### src/cpmbt_regs.svh
// Register offsets, field positions, reset values and timing counts.
`ifndef CPMBT_REGS_SVH
`define CPMBT_REGS_SVH

`define CPMBT_OFF_CTRL0     8'h00
`define CPMBT_OFF_CTRL1     8'h04
`define CPMBT_OFF_BTIM0     8'h08
`define CPMBT_OFF_BTIM1     8'h0c
`define CPMBT_OFF_STATUS    8'h10

`define CPMBT_C0_SLEEP_REQUEST      0
`define CPMBT_C0_SOFTRST    1
`define CPMBT_C0_TLINK      2
`define CPMBT_C1_WUFILT     0
`define CPMBT_C1_CLKSEL     1
`define CPMBT_B0_PRESC_LO   0
`define CPMBT_B0_PRESC_HI   5
`define CPMBT_B0_SJW_LO     6
`define CPMBT_B0_SJW_HI     7
`define CPMBT_B1_TIME_SEGMENT_ONE_LO   0
`define CPMBT_B1_TIME_SEGMENT_ONE_HI   3
`define CPMBT_B1_TIME_SEGMENT_TWO_LO   4
`define CPMBT_B1_TIME_SEGMENT_TWO_HI   6
`define CPMBT_B1_SAMP3      7
`define CPMBT_ST_ACK        0
`define CPMBT_ST_MODE_LO    1
`define CPMBT_ST_MODE_HI    6
`define CPMBT_ST_GRP_LO     8
`define CPMBT_ST_GRP_HI     14

`define CPMBT_RST_SOFTRST   1'b1
`define CPMBT_RST_PRESC     6'h00
`define CPMBT_RST_SJW       2'h0
`define CPMBT_RST_TIME_SEGMENT_ONE     4'h3
`define CPMBT_RST_TIME_SEGMENT_TWO     3'h1

`define CPMBT_SYNC_BITS     4'hb
`define CPMBT_BUSOFF_GRPS   7'h7f
`define CPMBT_CORE_MHZ      40
`define CPMBT_FILT_NS       2000
`define CPMBT_FILT_CYC      ((`CPMBT_FILT_NS * `CPMBT_CORE_MHZ + 999) / 1000)

`endif

### src/cpmbt_pkg.sv
// Types shared by the mode control and bit timing block.
package cpmbt_pkg;

    typedef enum logic [5:0]
    {
        MODE_NORMAL = 6'b000001,
        MODE_SLPPND = 6'b000010,
        MODE_SLEEP  = 6'b000100,
        MODE_SOFTRS = 6'b001000,
        MODE_PWRDN  = 6'b010000,
        MODE_RESYNC = 6'b100000
    } cpmbt_mode_e;

    typedef struct packed
    {
        logic       busTx;
        logic       timerCap;
        logic       engRun;
        logic       engAbort;
        logic       wakeReq;
        logic       deferGo;
        logic       busOffDone;
        logic       sampleTick;
        logic       rxBit;
        logic       txPoint;
    } cpmbt_eng_s;

    typedef struct packed
    {
        cpmbt_mode_e mode;
        logic        sleep_request;
        logic        soft_reset_lock;
        logic        tlnk;
        logic        wufs;
        logic        clkSel;
        logic [5:0]  presc;
        logic [1:0]  resync_jump_width;
        logic [3:0]  time_segment_one;
        logic [2:0]  time_segment_two;
        logic        samp3;
        logic [5:0]  preCnt;
        logic [4:0]  tqCnt;
        logic        rxPrev;
        logic        resyncUsed;
        logic [1:0]  smp;
        logic [3:0]  recCnt;
        logic [3:0]  boBits;
        logic [6:0]  boGrp;
        logic [7:0]  filtCnt;
        logic        pulseOn;
        logic        pready;
        logic        pslverr;
        logic [31:0] prdata;
        cpmbt_eng_s  eng;
    } cpmbt_state_s;

endpackage

### src/cpmbt_top.sv
// Mode control, wake-up, timer link and bit timing for a CAN controller.
`include "cpmbt_regs.svh"

// Function
// - Sleep request clear ignored until acknowledged
// - Eleven recessive bits before joining traffic
// - Deferred actions run on wake-up
// - Bus-off recessive group count resumes
// - Soft reset halts protocol, registers accessible
// - Soft reset abandons frames immediately
// - CPU stop forces immediate power-down
// - Transmit pin recessive while powered down
// - No register access while powered down
// - Bus activity wakes; resync before data
// - Stays active during CPU wait
// - Optional glitch filter on sleep wake
// - Timer pulse from valid frame to next bit end
// - Timer pulse gated by link enable
// - Clock select picks oscillator or PLL
// - Prescaler divides clock into quanta
// - Sync segment is one quantum
// - Segment one is 4 to 16 quanta
// - Segment two is 2 to 8 quanta
// - Jump width is 1 to 4 quanta
// - Sample at segment boundary, third sample
// - Sleep waits for bus traffic to finish
// - Wake on activity, request clear, reset
module cpmbt_top
    import cpmbt_pkg::*;
(
    input  wire logic        core_clk,
    input  wire logic        rst_n,
    input  wire logic        psel,
    input  wire logic        penable,
    input  wire logic        pwrite,
    input  wire logic [7:0]  paddr,
    input  wire logic [31:0] pwdata,
    output logic [31:0]      prdata,
    output logic             pready,
    output logic             pslverr,
    input  wire logic        cpuStop,
    input  wire logic        xtalTick,
    input  wire logic        pllTick,
    input  wire logic        bus_receive_pin,
    output logic             bus_transmit_pin,
    input  wire logic        engTxBit,
    input  wire logic        engBusy,
    input  wire logic        engTxPending,
    input  wire logic        engFrameValid,
    input  wire logic        engBusOff,
    output logic             engRun,
    output logic             engAbort,
    output logic             engSampleTick,
    output logic             engRxBit,
    output logic             engTxPoint,
    output logic             engDeferGo,
    output logic             engBusOffDone,
    output logic             wakeReq,
    output logic             timerCapture
);

    cpmbt_state_s q;
    cpmbt_state_s d;

    logic       access;
    logic       wrEn;
    logic       pwrDown;
    logic       tqRun;
    logic       srcTick;
    logic       tq;
    logic [4:0] seg1End;
    logic [4:0] lastIdx;
    logic [4:0] sjwLen;
    logic [4:0] rem;
    logic       rxDom;
    logic       wakeDet;
    logic       edgeSeen;
    logic       bitVal;
    logic       bitEnd;
    logic [1:0] vote;

    always_comb
    begin
        d = q;
        d.eng.engAbort = 1'b0;
        d.eng.deferGo = 1'b0;
        d.eng.busOffDone = 1'b0;
        d.eng.sampleTick = 1'b0;
        d.eng.txPoint = 1'b0;
        d.eng.wakeReq = 1'b0;
        pwrDown = (q.mode == MODE_PWRDN);
        rxDom = ~bus_receive_pin;

        // APB slave with one wait state.
        access = psel & penable;
        d.pready = access & ~q.pready;
        d.pslverr = access & ~q.pready & pwrDown;
        wrEn = access & q.pready & pwrite & ~pwrDown;
        if (access & ~q.pready)
        begin
            d.prdata = 32'h0;
            if (!pwrDown)
            begin
                case (paddr)
                    `CPMBT_OFF_CTRL0:
                    begin
                        d.prdata[`CPMBT_C0_SLEEP_REQUEST] = q.sleep_request;
                        d.prdata[`CPMBT_C0_SOFTRST] = q.soft_reset_lock;
                        d.prdata[`CPMBT_C0_TLINK] = q.tlnk;
                    end
                    `CPMBT_OFF_CTRL1:
                    begin
                        d.prdata[`CPMBT_C1_WUFILT] = q.wufs;
                        d.prdata[`CPMBT_C1_CLKSEL] = q.clkSel;
                    end
                    `CPMBT_OFF_BTIM0:
                    begin
                        d.prdata[`CPMBT_B0_PRESC_HI:`CPMBT_B0_PRESC_LO] =
                            q.presc;
                        d.prdata[`CPMBT_B0_SJW_HI:`CPMBT_B0_SJW_LO] = q.resync_jump_width;
                    end
                    `CPMBT_OFF_BTIM1:
                    begin
                        d.prdata[`CPMBT_B1_TIME_SEGMENT_ONE_HI:`CPMBT_B1_TIME_SEGMENT_ONE_LO] =
                            q.time_segment_one;
                        d.prdata[`CPMBT_B1_TIME_SEGMENT_TWO_HI:`CPMBT_B1_TIME_SEGMENT_TWO_LO] =
                            q.time_segment_two;
                        d.prdata[`CPMBT_B1_SAMP3] = q.samp3;
                    end
                    `CPMBT_OFF_STATUS:
                    begin
                        d.prdata[`CPMBT_ST_ACK] = (q.mode == MODE_SLEEP);
                        d.prdata[`CPMBT_ST_MODE_HI:`CPMBT_ST_MODE_LO] =
                            q.mode;
                        d.prdata[`CPMBT_ST_GRP_HI:`CPMBT_ST_GRP_LO] = q.boGrp;
                    end
                    default:
                    begin
                        d.pslverr = 1'b1;
                    end
                endcase
            end
        end

        if (wrEn)
        begin
            case (paddr)
                `CPMBT_OFF_CTRL0:
                begin
                    d.soft_reset_lock = pwdata[`CPMBT_C0_SOFTRST];
                    d.tlnk = pwdata[`CPMBT_C0_TLINK];
                    if (pwdata[`CPMBT_C0_SLEEP_REQUEST] | (q.mode == MODE_SLEEP))
                    begin
                        d.sleep_request = pwdata[`CPMBT_C0_SLEEP_REQUEST];
                    end
                end
                `CPMBT_OFF_CTRL1:
                begin
                    if (q.soft_reset_lock)
                    begin
                        d.wufs = pwdata[`CPMBT_C1_WUFILT];
                        d.clkSel = pwdata[`CPMBT_C1_CLKSEL];
                    end
                end
                `CPMBT_OFF_BTIM0:
                begin
                    if (q.soft_reset_lock)
                    begin
                        d.presc = pwdata[`CPMBT_B0_PRESC_HI:`CPMBT_B0_PRESC_LO];
                        d.resync_jump_width = pwdata[`CPMBT_B0_SJW_HI:`CPMBT_B0_SJW_LO];
                    end
                end
                `CPMBT_OFF_BTIM1:
                begin
                    if (q.soft_reset_lock)
                    begin
                        d.time_segment_one = pwdata[`CPMBT_B1_TIME_SEGMENT_ONE_HI:`CPMBT_B1_TIME_SEGMENT_ONE_LO];
                        if (d.time_segment_one < 4'h3)
                        begin
                            d.time_segment_one = 4'h3;
                        end
                        d.time_segment_two = pwdata[`CPMBT_B1_TIME_SEGMENT_TWO_HI:`CPMBT_B1_TIME_SEGMENT_TWO_LO];
                        if (d.time_segment_two == 3'h0)
                        begin
                            d.time_segment_two = 3'h1;
                        end
                        d.samp3 = pwdata[`CPMBT_B1_SAMP3];
                    end
                end
                default:
                begin
                end
            endcase
        end

        if (((q.mode == MODE_SLEEP) | pwrDown) & q.wufs & rxDom)
        begin
            if (q.filtCnt != 8'hff)
            begin
                d.filtCnt = q.filtCnt + 8'h01;
            end
        end
        else
        begin
            d.filtCnt = 8'h00;
        end
        if (q.wufs)
        begin
            wakeDet = rxDom & (q.filtCnt >= 8'(`CPMBT_FILT_CYC - 1));
        end
        else
        begin
            wakeDet = rxDom;
        end

        // CPU wait does not alter the mode
        tqRun = (q.mode == MODE_NORMAL) | (q.mode == MODE_SLPPND) |
                (q.mode == MODE_RESYNC);

        srcTick = q.clkSel ? pllTick : xtalTick;
        tq = 1'b0;
        if (!tqRun)
        begin
            d.preCnt = 6'h00;
        end
        else if (srcTick)
        begin
            if (q.preCnt == q.presc)
            begin
                d.preCnt = 6'h00;
                tq = 1'b1;
            end
            else
            begin
                d.preCnt = q.preCnt + 6'h01;
            end
        end

        // bit length from sync and segments
        seg1End = {1'b0, q.time_segment_one} + 5'h1;
        lastIdx = seg1End + {2'b0, q.time_segment_two} + 5'h1;
        sjwLen = {3'b0, q.resync_jump_width} + 5'h1;
        rem = lastIdx - q.tqCnt + 5'h1;
        edgeSeen = q.rxPrev & ~bus_receive_pin;
        bitEnd = tq & (q.tqCnt == lastIdx);
        vote = {1'b0, q.smp[0]} + {1'b0, q.smp[1]} + {1'b0, bus_receive_pin};
        bitVal = q.samp3 ? vote[1] : bus_receive_pin;

        if (!tqRun)
        begin
            d.tqCnt = 5'h00;
            d.resyncUsed = 1'b0;
        end
        else if (tq)
        begin
            d.rxPrev = bus_receive_pin;
            d.tqCnt = q.tqCnt + 5'h01;
            if (edgeSeen & ~q.resyncUsed & (q.tqCnt != 5'h00))
            begin
                d.resyncUsed = 1'b1;
                if (q.tqCnt <= seg1End)
                begin
                    d.tqCnt = (q.tqCnt > sjwLen) ?
                              q.tqCnt - sjwLen + 5'h01 : 5'h01;
                end
                else if (rem <= sjwLen)
                begin
                    d.tqCnt = 5'h01;
                end
                else
                begin
                    d.tqCnt = q.tqCnt + sjwLen;
                end
            end
            if (bitEnd)
            begin
                d.tqCnt = 5'h00;
                d.resyncUsed = 1'b0;
                d.eng.txPoint = 1'b1;
                d.eng.busTx = q.eng.engRun ? engTxBit : 1'b1;
            end
            // samples before and at the point
            if (q.tqCnt == seg1End - 5'h2)
            begin
                d.smp[0] = bus_receive_pin;
            end
            if (q.tqCnt == seg1End - 5'h1)
            begin
                d.smp[1] = bus_receive_pin;
            end
            if (q.tqCnt == seg1End)
            begin
                d.eng.sampleTick = 1'b1;
                d.eng.rxBit = bitVal;
            end
        end

        // bus-off group count, frozen when stopped
        if (!engBusOff)
        begin
            d.boBits = 4'h0;
            d.boGrp = 7'h00;
        end
        else if (q.eng.sampleTick)
        begin
            if (!q.eng.rxBit)
            begin
                d.boBits = 4'h0;
            end
            else if (q.boBits == `CPMBT_SYNC_BITS - 4'h1)
            begin
                d.boBits = 4'h0;
                d.boGrp = q.boGrp + 7'h01;
                if (q.boGrp == `CPMBT_BUSOFF_GRPS)
                begin
                    d.boGrp = 7'h00;
                    d.eng.busOffDone = 1'b1;
                end
            end
            else
            begin
                d.boBits = q.boBits + 4'h1;
            end
        end

        // held from valid frame until the next bit end
        if (engFrameValid)
        begin
            d.pulseOn = 1'b1;
        end
        else if (bitEnd | ~tqRun)
        begin
            d.pulseOn = 1'b0;
        end
        d.eng.timerCap = d.pulseOn & q.tlnk;

        d.recCnt = 4'h0;
        if (cpuStop)
        begin
            if (!pwrDown)
            begin
                d.eng.engAbort = 1'b1;
            end
            d.mode = MODE_PWRDN;
            d.eng.wakeReq = pwrDown & wakeDet;
        end
        else if (q.soft_reset_lock & (q.mode != MODE_SOFTRS))
        begin
            d.eng.engAbort = 1'b1;
            d.mode = MODE_SOFTRS;
        end
        else
        begin
            case (q.mode)
                MODE_NORMAL:
                begin
                    if (q.sleep_request)
                    begin
                        d.mode = MODE_SLPPND;
                    end
                end
                MODE_SLPPND:
                begin
                    if (!engBusy & !engTxPending)
                    begin
                        d.mode = MODE_SLEEP;
                    end
                end
                MODE_SLEEP:
                begin
                    if (wakeDet)
                    begin
                        d.sleep_request = 1'b0;
                        d.eng.wakeReq = 1'b1;
                        d.mode = MODE_RESYNC;
                    end
                    else if (!q.sleep_request)
                    begin
                        d.mode = MODE_RESYNC;
                    end
                end
                MODE_SOFTRS:
                begin
                    if (!q.soft_reset_lock)
                    begin
                        d.mode = MODE_RESYNC;
                    end
                end
                MODE_PWRDN:
                begin
                    d.mode = MODE_RESYNC;
                end
                MODE_RESYNC:
                begin
                    d.recCnt = q.recCnt;
                    if (q.eng.sampleTick)
                    begin
                        d.recCnt = q.eng.rxBit ? q.recCnt + 4'h1 : 4'h0;
                        if (q.eng.rxBit &
                            (q.recCnt == `CPMBT_SYNC_BITS - 4'h1))
                        begin
                            d.eng.deferGo = 1'b1;
                            d.mode = MODE_NORMAL;
                        end
                    end
                end
                default:
                begin
                    d.mode = MODE_SOFTRS;
                end
            endcase
        end

        d.eng.engRun = (d.mode == MODE_NORMAL) | (d.mode == MODE_SLPPND);
        if (!d.eng.engRun)
        begin
            d.eng.busTx = 1'b1;
        end
    end

    always_ff @(posedge core_clk or negedge rst_n)
    begin
        if (!rst_n)
        begin
            q <= '0;
            q.mode <= MODE_SOFTRS;
            q.soft_reset_lock <= `CPMBT_RST_SOFTRST;
            q.presc <= `CPMBT_RST_PRESC;
            q.resync_jump_width <= `CPMBT_RST_SJW;
            q.time_segment_one <= `CPMBT_RST_TIME_SEGMENT_ONE;
            q.time_segment_two <= `CPMBT_RST_TIME_SEGMENT_TWO;
            q.rxPrev <= 1'b1;
            q.eng.busTx <= 1'b1;
            q.eng.rxBit <= 1'b1;
        end
        else
        begin
            q <= d;
        end
    end

    assign prdata = q.prdata;
    assign pready = q.pready;
    assign pslverr = q.pslverr;
    assign bus_transmit_pin = q.eng.busTx;
    assign engRun = q.eng.engRun;
    assign engAbort = q.eng.engAbort;
    assign engSampleTick = q.eng.sampleTick;
    assign engRxBit = q.eng.rxBit;
    assign engTxPoint = q.eng.txPoint;
    assign engDeferGo = q.eng.deferGo;
    assign engBusOffDone = q.eng.busOffDone;
    assign wakeReq = q.eng.wakeReq;
    assign timerCapture = q.eng.timerCap;

endmodule

### config.mk
export PLATFORM = sky130hd
export DESIGN_NAME = cpmbt_top
export DESIGN_NICKNAME = d
export VERILOG_FILES = /design/src/cpmbt_pkg.sv /design/src/cpmbt_top.sv
export VERILOG_INCLUDE_DIRS = /design/src
export SDC_FILE = /design/constraint.sdc
export NUM_CORES = 1
export LEC_CHECK = 0
export BUFFER_PORTS_ARGS = -buffer_cell sky130_fd_sc_hd__buf_2
export CORE_MARGIN = 2
export CORE_UTILIZATION = 50
export CTS_CLUSTER_DIAMETER = 40
export DETAILED_ROUTE_END_ITERATION = 7
export PLACE_DENSITY_LB_ADDON = 0.1
export SLEW_MARGIN = 15
export SYNTH_ARGS = -nofsm -noshare
export SYNTH_HDL_FRONTEND = slang
export SYNTH_SLANG_ARGS = --single-unit
### constraint.sdc
create_clock -name core_clk -period 7.32 [get_ports core_clk]
set_input_delay 1.464 -clock core_clk [delete_from_list [all_inputs] [get_ports core_clk]]
set_output_delay 1.464 -clock core_clk [all_outputs]
set_load 0.02 [all_outputs]
==> results of run 1 <==
## cell type report
cell class	instances	area share (%)
tap	147	2.760
clock inverter	3	0.6572
timing repair buffer	58	4.469
multi-input combinational	477	50.94
inverter	39	2.197
clock buffer	13	3.905
sequential	93	35.07
## stage by stage
stage | util, % | instances | setup WS (ns) | total power, mW | hold WS, ns
floorplan | - | 663 | 3.674 | 0.5875 | 0.4506
global placement | 52.95 | 814 | 3.353 | 0.6124 | 0.4650
detailed placement | 52.95 | 814 | 3.333 | 0.6143 | 0.4814
CTS | 55.48 | 830 | 3.301 | 1.097 | 0.4975
global route | 55.48 | 830 | 3.049 | 1.125 | 0.5141
finish | 55.48 | 830 | 3.281 | 1.086 | 0.4893
## synthesized netlist by cell type, types with 11 or more instances
master	count	share of area (%)
inv_1	39	2.4
xor2_1	11	1.6
nand2_1	41	2.5
a21oi_1	39	3.2
nor2_1	53	3.2
o21ai_0	31	2.5
and3_1	13	1.3
mux2_2	21	3.8
xnor2_1	26	3.7
a22o_1	11	1.6
ha_1	43	8.7
buf_4	34	4.1
nand3_1	24	1.9
dfrtp_1	85	34
## power by group through the flow
stage	Combinational (mW)	Clock (mW)	Sequential, mW
finish	0.0733	0.481	0.531
global route	0.0821	0.511	0.532
CTS	0.0741	0.492	0.531
detailed placement	0.0739	0	0.540
global placement	0.0723	0	0.540
floorplan	0.0495	0	0.538
## worst reg2reg max path: stages, from the launching register on
cell	delay (ns)
dfstp_2	0.63
ha_1	0.31
fa_1	0.52
inv_1	0.05
ha_1	0.29
inv_1	0.05
ha_1	0.22
fa_1	0.45
ha_1	0.31
a21oi_1	0.13
a31oi_1	0.09
o31ai_4	0.44
o21ai_1	0.17
a32o_1	0.27
## routing by layer
layer	vias up	wire, um	part of all wire [%]
met5	-	0	0
met4	0	274	2.0
met3	16	647	4.6
met2	131	6217	44
met1	2308	6901	49
li1	2299	-	-
## state kept, by name, indices dropped and copies added (netlist names)
| register | count |
|---|---|
| engRxBit | 1 |
| engAbort | 1 |
| engSampleTick | 1 |
| q | 66 |
| prdata | 15 |
| engTxPoint | 1 |
| engRun | 1 |
| bus_transmit_pin | 1 |
| engDeferGo | 1 |
| pslverr | 1 |
| engBusOffDone | 1 |
| pready | 1 |
| timerCapture | 1 |
| wakeReq | 1 |
## cell families (layout without fill, tap and decap cells)
family / after synthesis / count (layout)
compound gates: 132 / 132
xor+xnor: 39 / 39
fa+ha+maj: 47 / 47
buf+inv: 93 / 113
flops: 93 / 93
mux: 29 / 29
other cells: 1 / 17
simple gates: 213 / 213
## worst paths after layout
kind	cells past startpoint	slack, ns	endpoint
worst max-delay path	13	3.28	q[74]$_DFFE_PN0P_
worst min-delay path	1	0.49	prdata[2]$_DFFE_PN0P_
worst max register to register	13	3.28	q[74]$_DFFE_PN0P_
worst min register to register	1	0.49	prdata[2]$_DFFE_PN0P_
max in group asynchronous	2	5.12	q[98]$_DFFE_PN0P_
min in group asynchronous	1	0.93	prdata[10]$_DFFE_PN0P_
==> results.yml, run 1 <==
status:
  outcome: "finished, final reports clean"
place:
  hpwl_mm: 10.47
  port_buffers: 56
  routabilityCongestion: 0.8519
  place_area_um2: 6360
clock_tree:
  root_buffer: "clkbuf_16"
  postCtsSetupBuffers: 0
  ctsResizeCount: 0
  cts_tree: "yes"
  clk_path_buf_depth: 2
  cts_htree_levels: 3
  clock-sinks: 93
  clk_pin_slew_ns: 0.07
  cts_buffers: 9
  clkLatencyLatePin_ns: 0.36
  postCtsHoldBufs: 0
routing:
  vias: 4754
  drtIter0Drc: 386
  drc: 0
  wirelength_mm: 14.04
  post_drt_wl_per_cell_um: 16.92
  drtPass1Iterations: 6
  routed_via_density: 5.728
  ant_nets: 0
power:
  pwr_density_cell_nw_per_um2: 162.9
  p_int_mw: 0.8311
  p_sw_mw: 0.2544
  p_leak_nw: 3.173
  switching_share_pct: 23.44
  power_frac_clock_pct: 44.3
  p_comb_share_pct: 6.8
  power_frac_seq_pct: 48.9
  vdd_drop_max_v: 0.0001109
logic_synthesis:
  async_reset_ff_share_pct: 100.0
  yosys_warnings: 0
  synth-adder-area-share_pct: 10.01
  synth_compound_area_share_pct: 14.06
  syn_inst: 647
  synth_mux_area_share_pct: 5.146
  syn_area_per_cell_um2: 9.545
  synth_flop_cell: "dfrtp_1"
  synth-seq-cells: 93
  synth-seq-area-share_pct: 37.84
  synth-simple-area-share_pct: 18.94
  netlist-cell-type-count: 74
  synth_edf_count: 0
  synth_xor_xnor_area_share_pct: 5.774
  synth_top_family_by_area: "simple AND/OR/NAND/NOR gates"
  netlist_area_um2: 6176
min_path:
  hold_start: "prdata[2]$_DFFE_PN0P_"
  hold_path_class: "reg -> reg"
timing:
  worst_slew_pin_slew_ns: 1.061
  period_minus_slack_ns: 4.039
  drv_slew: 0
  slew_headroom_pct: 29.23
  finClkSkew_ns: 0.01218
  setup_viol: 0
  fmax_ghz: 0.2476
  finalHoldViolations: 0
  fin_crit_sh_pct: 55.18
  grt_setup_unrepaired: "false"
  fin_tns_setup_ns: 0
grt:
  antenna_found_initial: 0
  grt_overflow: 0
  grt_pass1_vias: 4613
  track_usage_pct: 22.54
  met2_usage_pct: 33.88
  grt_pass1_wl_mm: 23.34
  grt_max_degree: 84
  grtUsageMet3_pct: 4.955
  globalRouteMet1Util_pct: 32.56
  top_usage_layer: "met2"
layout:
  final_cell_mix: "85 x dfrtp_1, 55 x buf_2, 53 x nor2_1"
  syn_to_final_growth_pct: 7.901
  final_common_cell: "dfrtp_1"
  nets: 779
  drive_above_1_share_pct: 18.16
  multi_input_area_um2: 3395
  register_area_um2: 2337
  fin_area_um2: 6664
  final.fill_count: 1098
  antenna_cells: 0
critical_path:
  start_kind: "flip-flop"
  path_buf_inv: 2
  worstSetupEndpointType: "flip-flop"
  path_class: "reg -> reg"
  critPathMostFrequentCell: "ha_1"
  cp_slowest_stage_delay_ns: 0.63
  crit_chain: "ha_1 -> fa_1 -> inv_1 -> ha_1 -> inv_1 -> ha_1 -> fa_1 -> ha_1 -> a21oi_1 -> a31oi_1 -> o31ai_4 -> o21ai_1 -> a32o_1"
  cp_max_fo: 8
  cp_data_required_time_ns: 7.55
  path_delay_family: "adder cells"
  reg2reg_from: "q[88]$_DFFE_PN1P_"
  worstPathArrival_ns: 4.27
  crit_path_start: "q[88]$_DFFE_PN1P_"
  slowest_stage: "dfstp_2"
floorplan:
  die_w_um: 115.1
  die-area_um2: 13260
  num_io_pins: 98
  initial_utilization_pct: 51.42
  rows: 40
  die_y_um: 115.1
  coreArea_um2: 12010
job:
  drv_cap: 0
No activity file was read; power rests on OpenSTA's default activity.
==> inputs of run 2 (changes only) <==
==> constraint.sdc (replaced) <==
create_clock -name core_clk -period 3.48 [get_ports core_clk]
set_input_delay 0.696 -clock core_clk [delete_from_list [all_inputs] [get_ports core_clk]]
set_output_delay 0.696 -clock core_clk [all_outputs]
set_load 0.02 [all_outputs]
==> run 2 against run 1 <==
Compared with the run above: the flow now finishes with violations (negative setup slack); critical path depth rose by 1; hold slack lost 0.14 ns; core utilization is 1.9 points higher; via count up 1.4%; first-iteration DRC count fell by 23%; flip-flop and latch count stayed put; wire length grew 4.5%; sequential power increased by 110%; critical path type unchanged; largest cell class unchanged.
==> results.yml, run 2 (synthesized netlist as in run 1, its figures left out) <==
status:
  outcome: "complete, but fails checks"
  violations: "negative setup slack"
critical_path:
  slowest_stage: "dfstp_2"
  worstSetupEndpointType: "flip-flop"
  worstPathArrival_ns: 3.93
  start_kind: "flip-flop"
  crit_chain: "ha_4 -> fa_2 -> inv_2 -> ha_4 -> inv_2 -> ha_4 -> fa_1 -> ha_4 -> a21oi_4 -> a31oi_2 -> o31ai_4 -> buf_6 -> o21ai_1 -> a32o_1"
  critPathMostFrequentCell: "ha_4"
  path_class: "reg -> reg"
  cp_max_fo: 7
  cp_slowest_stage_delay_ns: 0.61
  cp_data_required_time_ns: 3.72
grt:
  grt_max_degree: 48
  grt_overflow: 0
  track_usage_pct: 23.39
  grt_pass1_vias: 4661
  antenna_found_initial: 1
  grt_pass1_wl_mm: 23.92
routing:
  ant_nets: 0
  drtPass1Iterations: 8
  vias: 4821
  wirelength_mm: 14.67
  routed_via_density: 5.685
  post_drt_wl_per_cell_um: 17.30
  drtIter0Drc: 299
  drc: 0
timing:
  grt_setup_unrepaired: "true"
  finalHoldViolations: 0
  fin_crit_sh_pct: 105.9
  fmax_ghz: 0.2713
  fin_tns_setup_ns: -0.7512
  period_minus_slack_ns: 3.686
  slew_headroom_pct: 53.90
  worst_slew_pin_slew_ns: 0.6874
  setup_slack_ns: -0.2058
  finClkSkew_ns: 0.004884
  drv_slew: 0
  setup_viol: 5
min_path:
  hold_path_class: "in -> async"
floorplan:
  die_w_um: 115.1
  rows: 40
  initial_utilization_pct: 51.42
  die_y_um: 115.1
  die-area_um2: 13260
  coreArea_um2: 12010
  num_io_pins: 98
clock_tree:
  clkLatencyLatePin_ns: 0.35
  cts_htree_levels: 3
  cts_tree: "yes"
  root_buffer: "clkbuf_16"
  clk_path_buf_depth: 2
  clk_pin_slew_ns: 0.07
  cts_buffers: 9
  clock-sinks: 93
power:
  vdd_drop_max_v: 0.0004019
  p_leak_nw: 3.245
  finalPower_mw: 2.191
  pwr_density_cell_nw_per_um2: 317.9
place:
  place_ws_ns: -0.3065
  hpwl_mm: 11.29
  place_area_um2: 6495
  port_buffers: 56
  routabilityCongestion: 0.8788
layout:
  final.fill_count: 1080
  final_cell_mix: "85 x dfrtp_1, 55 x buf_2, 53 x nor2_1"
  nets: 797
  fin_area_um2: 6892
  top_register: "q"
  largest_reg_flops: 66
  final_common_cell: "dfrtp_1"
  syn_to_final_growth_pct: 11.59
  antenna_cells: 0
  drive_above_1_share_pct: 22.82
job:
  drv_cap: 0
-- run 2: cell count changes in the layout (fill, tap and decap cells not counted), sizes merged --
cell      delta
clkinv       +2
buf         +18
clkbuf       -4
inv          +1
clkinvlp     +2
bufinv       -1
-- run 2: repair_timing --
| action | CTS | global route |
|---|---|---|
| hold buffers | 0 | 0 |
| setup endpoints to repair | 5 | 5 |
| pin swaps | 11 | 4 |
| gates resized for setup | 14 | 5 |
| buffers inserted | 2 | 0 |
| hold endpoints to repair | 0 | 0 |
-- run 2: critical path: cells and delay by family (launching register included) --
family | cells | cell delay [ns]
adders and majority gates | 6 | 1.95
AOI/OAI and AO/OA | 5 | 0.75
DFF | 1 | 0.61
buffers and inverters | 3 | 0.26
-- run 2: power breakdown --
group          switching [mW]  internal [mW]  total (mW)
sequential             0.0169           1.10        1.12
clock                   0.428          0.486       0.914
combinational           0.107         0.0521       0.159
-- run 2: through the flow --
stage               hold WS, ns  utilization, %  instances
finish                   0.3502           57.38        848
global placement         0.4676           54.07        830
floorplan                0.4004               -        663
global route             0.3829           57.38        848
detailed placement       0.4842           54.07        830
CTS                      0.3618           57.20        848
-- run 2: routing by layer --
layer,share of wire [%],GRT usage [%],up-vias,wire length [um]
li1,-,-,2330,-
met1,47,32.33,2344,6934
met2,46,37.53,136,6820
met3,5.5,5.957,11,802
met4,0.75,4.819,0,110
met5,0,0,-,0
-- run 2: layout make-up --
type / instances / area [um^2] / area share [%]
Multi-Input combinational cell: 477 / 3511 / 50.94
Timing Repair Buffer: 76 / 436.7 / 6.336
Tap cell: 147 / 183.9 / 2.669
Clock buffer: 9 / 225.2 / 3.268
Clock inverter: 7 / 51.30 / 0.7444
Inverter: 39 / 146.4 / 2.124
Sequential cell: 93 / 2337 / 33.91
-- run 2: path summary, 6_finish.rpt --
check	from	endpoint	slack, ns	depth (start not counted)
min	rst_n	q[68]$_DFFE_PN0P_	0.35	1
min in group core_clk	prdata[0]$_DFFE_PN0P_	prdata[0]$_DFFE_PN0P_	0.49	2
min reg2reg	prdata[0]$_DFFE_PN0P_	prdata[0]$_DFFE_PN0P_	0.49	2
max in group asynchronous	rst_n	engRxBit$_DFFE_PN1P_	2.30	2
max reg2reg	q[87]$_DFFE_PN1P_	q[74]$_DFFE_PN0P_	-0.21	14
max	q[87]$_DFFE_PN1P_	q[74]$_DFFE_PN0P_	-0.21	14
==> inputs of run 3 (changes only) <==
--- a/config.mk
+++ b/config.mk
@@ -7,9 +7,8 @@
 export NUM_CORES = 1
 export LEC_CHECK = 0
 export BUFFER_PORTS_ARGS = -buffer_cell sky130_fd_sc_hd__buf_2
-export CORE_MARGIN = 2
+export CORE_MARGIN = 5
 export CORE_UTILIZATION = 50
-export CTS_CLUSTER_DIAMETER = 40
 export DETAILED_ROUTE_END_ITERATION = 7
 export PLACE_DENSITY_LB_ADDON = 0.1
 export SLEW_MARGIN = 15
==> constraint.sdc (replaced) <==
create_clock -name core_clk -period 4.15 [get_ports core_clk]
set_input_delay 0.83 -clock core_clk [delete_from_list [all_inputs] [get_ports core_clk]]
set_output_delay 0.83 -clock core_clk [all_outputs]
set_load 0.02 [all_outputs]
==> run 3 against run 2 <==
Compared with the run above: the run now ends clean; clock-buffer cell count grew 2; core utilization shrank 1.8 points; via count is 0.93% lower; non-clock buffer count is 15 lower; setup slack improved by 0.44 ns; hold slack got worse by 0.083 ns; critical path type unchanged; critical endpoint unchanged; largest cell class unchanged; highest routed layer unchanged.
==> results.yml, run 3 (synthesized netlist as in run 1, its figures left out) <==
place:
  place_area_um2: 6409
  hpwl_mm: 10.94
  routabilityCongestion: 0.8833
  port_buffers: 56
  dp_cells: 838
clock_tree:
  root_buffer: "clkbuf_16"
  cts_tree: "yes"
  postCtsHoldBufs: 0
  cts_buffers: 9
  postCtsSetupBuffers: 0
  clock-sinks: 93
  clkLatencyLatePin_ns: 0.35
  clk_pin_slew_ns: 0.07
  cts_htree_levels: 3
  clk_path_buf_depth: 2
power:
  vdd_drop_max_v: 0.0002211
  finalPower_mw: 1.923
  pwr_density_cell_nw_per_um2: 286.7
  p_leak_nw: 3.184
critical_path:
  cp_data_required_time_ns: 4.39
  start_kind: "flip-flop"
  worstPathArrival_ns: 4.15
  path_class: "reg -> reg"
  worstSetupEndpointType: "flip-flop"
  cp_max_fo: 9
layout:
  nets: 782
  top_register: "q"
  fin_area_um2: 6708
  final_cells: 853
  largest_reg_flops: 66
  final_util_pct: 55.61
  syn_to_final_growth_pct: 8.610
  multi_input_area_um2: 3395
  drive_above_1_share_pct: 18.54
  antenna_cells: 0
  final_cell_mix: "85 x dfrtp_1, 55 x buf_2, 53 x nor2_1"
  register_area_um2: 2337
  final.fill_count: 1111
  final_common_cell: "dfrtp_1"
routing:
  vias: 4776
  wirelength_mm: 14.37
  post_drt_wl_per_cell_um: 16.85
  drtIter0Drc: 330
  drc: 0
  drtPass1Iterations: 5
  routed_via_density: 5.599
  ant_nets: 0
grt:
  grt_max_degree: 55
  antenna_found_initial: 0
  grt_pass1_vias: 4672
  track_usage_pct: 20.45
  grt_overflow: 0
  grt_pass1_wl_mm: 23.82
floorplan:
  die-area_um2: 14670
  initial_utilization_pct: 51.20
  num_io_pins: 98
  die_y_um: 121.1
  coreArea_um2: 12060
  die_w_um: 121.1
  rows: 40
timing:
  fmax_ghz: 0.2556
  fin_crit_sh_pct: 94.28
  finalHoldViolations: 0
  period_minus_slack_ns: 3.913
  slew_headroom_pct: 55.04
  finClkSkew_ns: 0.008572
  grt_setup_unrepaired: "false"
  worst_slew_pin_slew_ns: 0.6744
  setup_viol: 0
  drv_slew: 0
  fin_tns_setup_ns: 0
job:
  drv_cap: 0
min_path:
  hold_path_class: "in -> async"
status:
  outcome: "finished, final reports clean"
-- run 3: final timing paths --
check                                            from               endpoint  slack, ns  depth (start not counted)
worst min-delay path                            rst_n      q[76]$_DFFE_PN0P_       0.27                          1
worst max register to register      q[87]$_DFFE_PN1P_      q[74]$_DFFE_PN0P_       0.24                         14
min in group core_clk           prdata[2]$_DFFE_PN0P_  prdata[2]$_DFFE_PN0P_       0.49                          1
worst max-delay path                q[87]$_DFFE_PN1P_      q[74]$_DFFE_PN0P_       0.24                         14
max in group asynchronous                       rst_n      q[92]$_DFFE_PN0P_       3.04                          2
worst min register to register  prdata[2]$_DFFE_PN0P_  prdata[2]$_DFFE_PN0P_       0.49                          1
-- run 3: area by class of cell --
cell class                      instances  share of cell area [%]
Tap cell                              168                   3.134
Multi-Input combinational cell        477                   50.61
Inverter                               39                   2.182
Clock inverter                          4                  0.8394
Timing Repair Buffer                   61                   4.775
Clock buffer                           11                   3.619
Sequential cell                        93                   34.84
-- run 3: timing repair --
action | in CTS | in global routing
gates resized for setup | 0 | 0
setup endpoints to repair | 0 | 3
hold endpoints to repair | 0 | 0
-- run 3: layer usage --
| layer | up-vias | global-route usage (%) | share of wire [%] |
|---|---|---|---|
| met3 | 21 | 3.217 | 5.5 |
| met4 | 0 | 7.633 | 2.0 |
| li1 | 2302 | - | - |
| met1 | 2308 | 28.15 | 46 |
| met5 | - | 0 | 0 |
| met2 | 145 | 32.58 | 46 |
-- run 3: power breakdown --
part | switching [mW] | total, mW | internal, mW
sequential | 0.0155 | 0.939 | 0.923
clock | 0.368 | 0.853 | 0.485
combinational | 0.0877 | 0.131 | 0.0434
-- run 3: critical path, cell delays in order (launching register included) --
cell     delay [ns]
dfstp_2        0.63
ha_1           0.25
xnor2_1        0.24
inv_1          0.09
ha_1           0.32
xor2_1         0.15
ha_1           0.33
ha_1           0.32
a21o_1         0.19
a21oi_1        0.17
xnor2_1        0.18
xnor2_2        0.11
o31ai_4        0.43
o21ai_1        0.13
a32o_1         0.26
-- run 3: stage by stage --
step | hold slack (ns) | worst slack [ns]
2_1_floorplan | 0.4506 | 0.5037
3_3_place_gp | 0.4561 | 0.2803
3_5_place_dp | 0.4799 | 0.1925
4_1_cts | 0.2583 | 0.2017
5_1_grt | 0.2674 | 0.02225
6_report | 0.2676 | 0.2373
